--- config.mk ---
export PLATFORM = sky130hd
export DESIGN_NAME = nvac_ctrl
export DESIGN_NICKNAME = d
export VERILOG_FILES = /design/src/pkg/nvac_pkg.sv /design/src/verilog/nvac_ctrl.sv
export VERILOG_INCLUDE_DIRS = /design/src /design/src/pkg
export SDC_FILE = /design/constraint.sdc
export NUM_CORES = 1
export LEC_CHECK = 0
export BUFFER_PORTS_ARGS = -buffer_cell sky130_fd_sc_hd__buf_2
export CORE_MARGIN = 2
export CORE_UTILIZATION = 55
export CTS_CLUSTER_SIZE = 14
export DETAILED_ROUTE_END_ITERATION = 8
export PLACE_DENSITY = 0.73
export SLEW_MARGIN = 0
export SYNTH_ARGS = -nofsm -noshare
export SYNTH_HDL_FRONTEND = slang
export SYNTH_SLANG_ARGS = --single-unit
export TNS_END_PERCENT = 10
--- constraint.sdc ---
create_clock -name clk -period 2.7 [get_ports clk]
set_input_delay 0 -clock clk [delete_from_list [all_inputs] [get_ports clk]]
set_output_delay 0 -clock clk [all_outputs]
set_load 0.005 [all_outputs]
--- src/pkg/nvac_map.svh ---
// Constants for the byte store access controller: offsets, fields, resets.
// Assumes inclusion by bare name from the package and the design module.
//
// Overview of operation
// RULE1: Sixty-four byte cells, reached only through index, byte and control registers.
// RULE2: Index register holds six bits, upper two read zero, resets to zero.
// RULE3: Byte register is a full eight-bit read/write register resetting to zero.
// RULE4: Software sets pointer one to 40h and bank select to 01h first.
// RULE5: Program permit, control bit 3, must be one before any write starts.
// RULE6: Program start, bit 2, starts a write only with permit; hardware clears it.
// RULE7: Fetch permit, control bit 1, must be one before any read starts.
// RULE8: Fetch start, bit 0, starts a read only with permit; hardware clears it.
// RULE9: Software never sets both start flags, nor all four bits, at once.
// RULE10: Fetched byte lands in byte register and stays until next operation.
// RULE11: Software loads index and byte, then permit, then start next instruction.
// RULE12: Software clears global interrupt enable around the start of a write.
// RULE13: Write cycles are timed by a timer asynchronous to the system clock.
// RULE14: Power-on clears the program permit so no write occurs unasked.
// RULE15: End of a write cycle sets the write-done request flag.
// RULE16: Software sets write-done enable before completion can interrupt.
// RULE17: Flag, both enables and stack not full branch to write-done vector.
// RULE18: Servicing the write-done interrupt clears its request flag automatically.
// RULE19: Bank bit 0 picks bank; direct access always reaches bank 0.
// RULE20: Software keeps the device awake until store operations finish.
// RULE21: Start attempts during an active cycle are ignored until its flag clears.
`ifndef NVAC_MAP_SVH
`define NVAC_MAP_SVH

`define NVAC_DEPTH          64
`define NVAC_CTRL_OFFSET    8'h40
`define NVAC_CTRL_BANK      1'b1
`define NVAC_BIT_PROG_PERM  3
`define NVAC_BIT_PROG_GO    2
`define NVAC_BIT_FETCH_PERM 1
`define NVAC_BIT_FETCH_GO   0
`define NVAC_INDEX_RESET    6'h00
`define NVAC_BYTE_RESET     8'h00
`define NVAC_CTRL_RESET     4'h0
`define NVAC_FETCH_CYCLES   4'h2

`endif

--- src/pkg/nvac_pkg.sv ---
// Types shared by the byte store access controller.
// Assumes the constants header sits on the include path.
`include "nvac_map.svh"
package nvac_pkg;

    typedef enum logic [1:0] {
        NVAC_IDLE,
        NVAC_FETCH,
        NVAC_PROG
    } nvac_state_t;

    typedef struct packed {
        logic       wr;
        logic       rd;
        logic       bank;
        logic [7:0] addr;
        logic [7:0] wdata;
    } nvac_sfr_req_t;

    typedef struct packed {
        logic prog_perm;
        logic prog_go;
        logic fetch_perm;
        logic fetch_go;
    } nvac_ctrl_t;

endpackage

--- src/verilog/nvac_ctrl.sv ---
// Byte store access controller with its index, byte and control registers.
// Assumes the core decodes index and byte register selects itself, and
// presents bank-1 indirect accesses with the bank bit already applied.
`timescale 1ns/1ps
`include "nvac_map.svh"
module nvac_ctrl
    import nvac_pkg::*;
(
    // Clock and reset.
    input  wire logic          clk,
    input  wire logic          rstn,
    // Special register access from the core.
    input  wire nvac_sfr_req_t sfr_req,
    input  wire logic          sel_index,
    input  wire logic          sel_byte,
    output logic        [7:0]  sfr_rdata,
    // Write timer, asynchronous to clk, already synchronised.
    input  wire logic          timer_done,
    output logic               timer_start,
    // Interrupt hand-off with the core's controller.
    input  wire logic          nv_done_irq_enable,
    input  wire logic          global_irq_enable,
    input  wire logic          stack_full,
    input  wire logic          irq_service,
    output logic               nv_done_irq_flag,
    output logic               irq_branch,
    // Status.
    output logic               busy
);

////////////////////////////////////////////////////////////////////////////////

    logic [7:0]  cell_mem [`NVAC_DEPTH];
    logic [5:0]  nv_cell_index;
    logic [7:0]  nv_byte_buffer;
    nvac_ctrl_t  nv_control;
    nvac_state_t state;
    logic [3:0]  fetch_cnt;
    logic        program_permit;
    logic        prog_go;
    logic        fetch_permit;
    logic        fetch_go;
    logic [`NVAC_DEPTH-1:0] cell_we;

    localparam nvac_ctrl_t ctrl_rst = `NVAC_CTRL_RESET;

    function automatic logic is_ctrl(input nvac_sfr_req_t r);
        return r.bank == `NVAC_CTRL_BANK && r.addr == `NVAC_CTRL_OFFSET;
    endfunction

    // Unimplemented upper bits of the control register read as zero.
    function automatic logic [7:0] ctrl_readback(input nvac_ctrl_t c);
        return {4'h0, c};
    endfunction

    logic ctrl_wr;
    logic idx_wr;
    logic byte_wr;
    logic start_fetch;
    logic start_prog;
    logic fetch_end;
    logic prog_end;

    // Direct selects are gated to bank 0 by the core; only control is banked.
    assign ctrl_wr = sfr_req.wr && is_ctrl(sfr_req); // RULE19
    assign idx_wr  = sfr_req.wr && sel_index;
    assign byte_wr = sfr_req.wr && sel_byte;

    // A start needs its permit already set; writing both in one access is
    // not allowed to software, so the stored permit is what counts.
    assign start_prog  = ctrl_wr && state == NVAC_IDLE && nv_control.prog_perm
                         && sfr_req.wdata[`NVAC_BIT_PROG_GO]; // RULE5 RULE6 RULE21
    assign start_fetch = ctrl_wr && state == NVAC_IDLE && nv_control.fetch_perm
                         && sfr_req.wdata[`NVAC_BIT_FETCH_GO]
                         && !start_prog; // RULE7 RULE8 RULE21
    assign fetch_end = state == NVAC_FETCH && fetch_cnt == 4'h0;
    assign prog_end  = state == NVAC_PROG && timer_done; // RULE13

////////////////////////////////////////////////////////////////////////////////

    always_ff @(posedge clk) begin
        if (!rstn) begin
            state <= NVAC_IDLE;
        end else begin
            case (state)
                NVAC_IDLE: begin
                    if (start_prog) begin
                        state <= NVAC_PROG;
                    end else if (start_fetch) begin
                        state <= NVAC_FETCH;
                    end
                end
                NVAC_FETCH: begin
                    if (fetch_end) begin
                        state <= NVAC_IDLE;
                    end
                end
                NVAC_PROG: begin
                    if (prog_end) begin
                        state <= NVAC_IDLE;
                    end
                end
                default: begin
                    state <= NVAC_IDLE;
                end
            endcase
        end
    end

    // A fetch takes a fixed count of clocks; only a write waits on the timer.
    always_ff @(posedge clk) begin
        if (!rstn) begin
            fetch_cnt <= 4'h0;
        end else if (start_fetch) begin
            fetch_cnt <= `NVAC_FETCH_CYCLES;
        end else if (state == NVAC_FETCH && fetch_cnt != 4'h0) begin
            fetch_cnt <= fetch_cnt - 4'h1;
        end
    end

    // The timer runs on its own oscillator; a one-cycle start pulse kicks it.
    assign timer_start = start_prog; // RULE13
    assign busy        = state != NVAC_IDLE;

////////////////////////////////////////////////////////////////////////////////

    // Permits follow every control write, whatever the cycle state.
    always_ff @(posedge clk) begin
        if (!rstn) begin
            program_permit <= ctrl_rst.prog_perm; // RULE14
            fetch_permit   <= ctrl_rst.fetch_perm;
        end else if (ctrl_wr) begin
            program_permit <= sfr_req.wdata[`NVAC_BIT_PROG_PERM]; // RULE5
            fetch_permit   <= sfr_req.wdata[`NVAC_BIT_FETCH_PERM]; // RULE7
        end
    end

    // Go flags only rise on an accepted start and fall at cycle end, so
    // software can neither clear one nor raise it without its permit.
    always_ff @(posedge clk) begin
        if (!rstn) begin
            prog_go <= ctrl_rst.prog_go;
        end else if (start_prog) begin
            prog_go <= 1'b1; // RULE6
        end else if (prog_end) begin
            prog_go <= 1'b0; // RULE6
        end
    end

    always_ff @(posedge clk) begin
        if (!rstn) begin
            fetch_go <= ctrl_rst.fetch_go;
        end else if (start_fetch) begin
            fetch_go <= 1'b1; // RULE8
        end else if (fetch_end) begin
            fetch_go <= 1'b0; // RULE8
        end
    end

    assign nv_control = '{prog_perm:  program_permit,
                          prog_go:    prog_go,
                          fetch_perm: fetch_permit,
                          fetch_go:   fetch_go};

    always_ff @(posedge clk) begin
        if (!rstn) begin
            nv_cell_index <= `NVAC_INDEX_RESET; // RULE2
        end else if (idx_wr) begin
            nv_cell_index <= sfr_req.wdata[5:0]; // RULE2
        end
    end

    // A completing fetch beats a software write to the byte register.
    always_ff @(posedge clk) begin
        if (!rstn) begin
            nv_byte_buffer <= `NVAC_BYTE_RESET; // RULE3
        end else if (fetch_end) begin
            nv_byte_buffer <= cell_mem[nv_cell_index]; // RULE10
        end else if (byte_wr) begin
            nv_byte_buffer <= sfr_req.wdata; // RULE3
        end
    end

    // One strobe per cell, decoded from the index at the end of a write.
    for (genvar k = 0; k < `NVAC_DEPTH; k++) begin : g_cell_we
        assign cell_we[k] = prog_end && nv_cell_index == 6'(k);
    end

    // Cell contents survive reset, as the store is non-volatile.
    always_ff @(posedge clk) begin
        for (int k = 0; k < `NVAC_DEPTH; k++) begin
            if (cell_we[k]) begin
                cell_mem[k] <= nv_byte_buffer; // RULE1
            end
        end
    end

////////////////////////////////////////////////////////////////////////////////

    // Set wins over the service clear in the same cycle.
    always_ff @(posedge clk) begin
        if (!rstn) begin
            nv_done_irq_flag <= 1'b0;
        end else if (prog_end) begin
            nv_done_irq_flag <= 1'b1; // RULE15
        end else if (irq_service) begin
            nv_done_irq_flag <= 1'b0; // RULE18
        end
    end

    // The branch request is a level; the core chooses when to act on it.
    assign irq_branch = nv_done_irq_flag && nv_done_irq_enable
                        && global_irq_enable && !stack_full; // RULE17

    // An access that selects nothing reads back zero.
    always_comb begin
        sfr_rdata = 8'h00;
        if (sfr_req.rd && is_ctrl(sfr_req)) begin
            sfr_rdata = ctrl_readback(nv_control);
        end else if (sfr_req.rd && sel_index) begin
            sfr_rdata = {2'b00, nv_cell_index}; // RULE2
        end else if (sfr_req.rd && sel_byte) begin
            sfr_rdata = nv_byte_buffer;
        end
    end

endmodule
==> metrics.log <==
INFO  metric run_status = finished clean
INFO  metric critical_path_class = flop to flop
INFO  metric clk_pin_slew = 0.06 ns
INFO  metric rsz0062_at_grt = false
INFO  metric switching_share = 20.1%
INFO  metric postCtsSetupRepairBufs = 0
INFO  metric cts.path.max_buffers = 3
INFO  metric final.period_utilization = 89.2%
INFO  metric grt_max_degree = 57
INFO  metric clock_tree.htree_level_count = 2
INFO  metric antenna_found_initial = 1
INFO  metric critPathSlowestCell = dfxtp_2
INFO  metric number_of_buffers_added_to_fix_hold_violations_after_cts = 24
INFO  metric start_util = 55.6%
INFO  metric fmaxAchievable = 415 MHz
INFO  metric total_wire_length_after_detailed_routing = 49400 um
INFO  metric vdd.ir_drop.worst = 525 uV
INFO  metric timing.critical_path.from_type = flop
INFO  metric max_cap_violations = 0
INFO  metric worstPathRequired = 3.15 ns
INFO  metric finalHoldViolations = 0
INFO  metric design.core.area = 38600 um^2
INFO  metric clock_insertion_delay_worst_skew = 0.60 ns
INFO  metric clkSinkCount = 543
INFO  metric fillCellCount = 2508
INFO  metric avgSynthCellArea = 18.7 um^2
INFO  metric groute.usage.overall = 24.7%
INFO  metric cp_slowest_stage_delay = 0.69 ns
INFO  metric cp_num_buf_inv = 1
INFO  metric gpl.final_weighted_congestion = 0.977
INFO  metric critical_path.endpoint_type = flop
INFO  metric share_seq_of_total_power = 53.4%
INFO  metric count_of_state_elements_after_synthesis = 543
INFO  metric total_of_warnings_raised_by_yosys = 0
INFO  metric fin_nets = 1344
INFO  metric syn-instance-count = 1148
INFO  metric cts_inserted_buffers = 52
INFO  metric layout.area.seq = 16000 um^2
INFO  metric synth_enable_flop_cells = 512
INFO  metric hold_path_end = fetch_go
INFO  metric net_sw_power = 3.48 mW
INFO  metric total_nets_after_synthesis = 1177
INFO  metric layout_common_cells = edfxtp_1 (512), buf_4 (108), mux4_2 (99)
INFO  metric grt_pass1_wl = 73500 um
INFO  metric avgRoutedWirePerCell = 26.3 um
INFO  metric synthesis.area = 21500 um^2
INFO  metric via_per_inst = 6.18
INFO  metric tritoncts_clock_tree = built
INFO  metric antenna_violating_nets_post_route = 0
INFO  metric drc_errors = 0
INFO  metric diodes = 0
INFO  metric critical-path-top-delay-family = compound AO/OA/AOI/OAI gates
INFO  metric chip_height = 202 um
INFO  metric reg2reg_to = nv_byte_buffer[2]
INFO  metric layout.cells.most_common = edfxtp_1
INFO  metric timing.hold.worst.class = input port to flop
INFO  metric netlist_top_cells_area = edfxtp_1 (71%), mux4_2 (10%), dfxtp_1 (2.9%), mux2_2 (2.7%), nor2_1 (1.6%)
INFO  metric arrival = 2.86 ns
INFO  metric cellPowerDensity = 696 nW/um^2
INFO  metric num_vias = 11594
INFO  metric timing.hold.worst_path_depth = 5
INFO  metric synth-main-ff-cell = edfxtp_1
INFO  metric rows = 72
INFO  metric cts_root_buffer = clkbuf_16
INFO  metric global_route.overflow_total = 0
INFO  metric max_slew_margin = 53.1%
INFO  metric number_of_global_route_vias_before_repair = 11775
INFO  metric flow.area_growth_from_synthesis = 15.8%
INFO  metric cts_resized = 0
INFO  metric total_power = 17.3 mW
INFO  metric synth_sequential_area_ratio = 74.4%
INFO  metric place.port_buffers = 39
INFO  metric min_cycle_time_layout = 2.41 ns
INFO  metric dp.final_hpwl = 31200 um
INFO  metric synth_cell_types = 48
INFO  metric die_width = 202 um
INFO  metric worst-slew-pin-transition = 0.702 ns
INFO  metric pwr-share-clk = 42.7%
INFO  metric multi_input_comb_area = 5060 um^2
INFO  metric comb_power_share = 3.8%
INFO  metric fin_setup_tns = 0 ns
INFO  metric ios = 40
INFO  metric detailedRoute.firstIterationViolations = 1400
INFO  metric synth-async-reset-ratio = 0%
INFO  metric final-max-slew-violation-count = 0
INFO  metric rr_worst_depth = 6
INFO  metric detail_route.first_pass.iterations = 6
INFO  metric finClkSkew = 0.0267 ns
INFO  metric dieArea = 40700 um^2
INFO  metric holdCritStartpoint = sfr_req[11]
INFO  metric netlist.top_cell.by_area = edfxtp_1
INFO  metric timing.critical_path.cells = buf_4 -> mux2_2 -> o22ai_1 -> a31oi_1 -> a31oi_1 -> a311oi_1
INFO  metric p_int = 13.9 mW
INFO  metric rrSetupSlack = 0.29 ns
INFO  metric total_of_endpoints_with_negative_setup_slack_in_the_final_report = 0
INFO  metric yosysTopAreaCellShare = 71.5%
INFO  metric leakage = 8.43 nW
INFO  metric crit_top_cell = a31oi_1
INFO  metric largest_driver_fanout_on_the_critical_path = 21
INFO  metric post_route_cells_drive_above_1_share = 29.7%
==> worst max path at each step <==
stage                        endpoint  cells after the start     start
floorplan              cell_mem[1][0]                      5  state[0]
global placement    nv_byte_buffer[1]                      7      flop
detailed placement  nv_byte_buffer[1]                      7      flop
CTS                 nv_byte_buffer[1]                      7      flop
global route        nv_byte_buffer[1]                      7      flop
finish              nv_byte_buffer[2]                      6      flop
==> area by class of cell <==
type | count | area share [%]
clock buffers | 69 | 5.89
flip-flops and latches | 543 | 64.3
inverters | 11 | 0.166
multi-input cells | 529 | 20.3
clock inverters | 28 | 1.19
repair buffers | 178 | 5.56
well taps | 518 | 2.60
==> per-layer routing <==
layer	wire length [um]	GRT usage, %	up-vias
met4	1870	9.45	2
met1	19200	32.6	5862
met2	23400	39.5	622
li1	-	-	4979
met5	14	0	-
met3	4900	6.80	129
==> synth_stat cells (2+ instances only) <==
cell type and count:
a211o_1 7, nand2b_1 6, dfxtp_1 31, mux2_2 52
clkbuf_1 20, nor2_1 89, and3_1 4, nand2_1 39
mux2i_1 32, nand3_1 15, nand4_1 2, mux4_2 99
or2_2 3, o22ai_1 29, inv_1 11, nor3_1 12
or3_1 2, buf_4 8, o211ai_1 7, nand3b_1 3
a211oi_1 6, buf_2 18, o21ai_0 9, buf_1 4
a31oi_1 21, nor2b_1 20, edfxtp_1 512, a311oi_1 7
a21boi_0 9, a21oi_1 21, and2_1 2, a22oi_1 11
nor4_1 2, a22o_1 7, buf_6 15
==> power by group through the flow <==
stage / Combinational, mW / Clock (mW) / Sequential (mW)
3_5_place_dp: 0.638 / 0 / 9.44
3_3_place_gp: 0.627 / 0 / 9.44
5_1_grt: 0.701 / 7.83 / 9.26
4_1_cts: 0.660 / 7.51 / 9.26
6_report: 0.667 / 7.41 / 9.27
2_1_floorplan: 0.389 / 0 / 9.44
==> state kept, by name (all words and copies together), names as in the netlist, named ones only <==
name              count
nv_cell_index         6
fetch_cnt             4
prog_go               1
cell_mem            512
state                 2
nv_byte_buffer        8
fetch_permit          1
program_permit        1
nv_done_irq_flag      1
fetch_go              1
==> tightest hold or removal path, cell delays in order <==
cell and delay (ns):
buf_2 0.08, nor3_1 0.06, nand4_1 0.20, or3_1 0.21, a21boi_0 0.09
==> per-stage QoR <==
step | hold slack [ns] | area (um^2) | instances | setup slack [ns] | utilization, %
global route | 0.0879 | 24900 | 1876 | 0.204 | 64.5
detailed placement | 0.290 | 22900 | 1755 | 0.360 | 59.3
finish | 0.0966 | 24900 | 1876 | 0.292 | 64.5
global placement | 0.284 | 22900 | 1755 | 0.351 | 59.3
floorplan | 0.0513 | 21500 | 1148 | 0.692 | -
CTS | 0.0656 | 24900 | 1876 | 0.336 | 64.5
==> cell families (layout without fill, tap and decap cells) <==
logic type | Yosys count | count (layout) | share of synthesized area [%]
buf+inv | 76 | 286 | 2.09
mux | 183 | 183 | 14.6
simple gates | 204 | 204 | 4.43
compound gates | 139 | 139 | 4.38
xor+xnor | 2 | 2 | 0.0815
flops | 543 | 543 | 74.4
fa+ha+maj | 1 | 1 | 0.0582
Power figures use the tool's default switching activity.
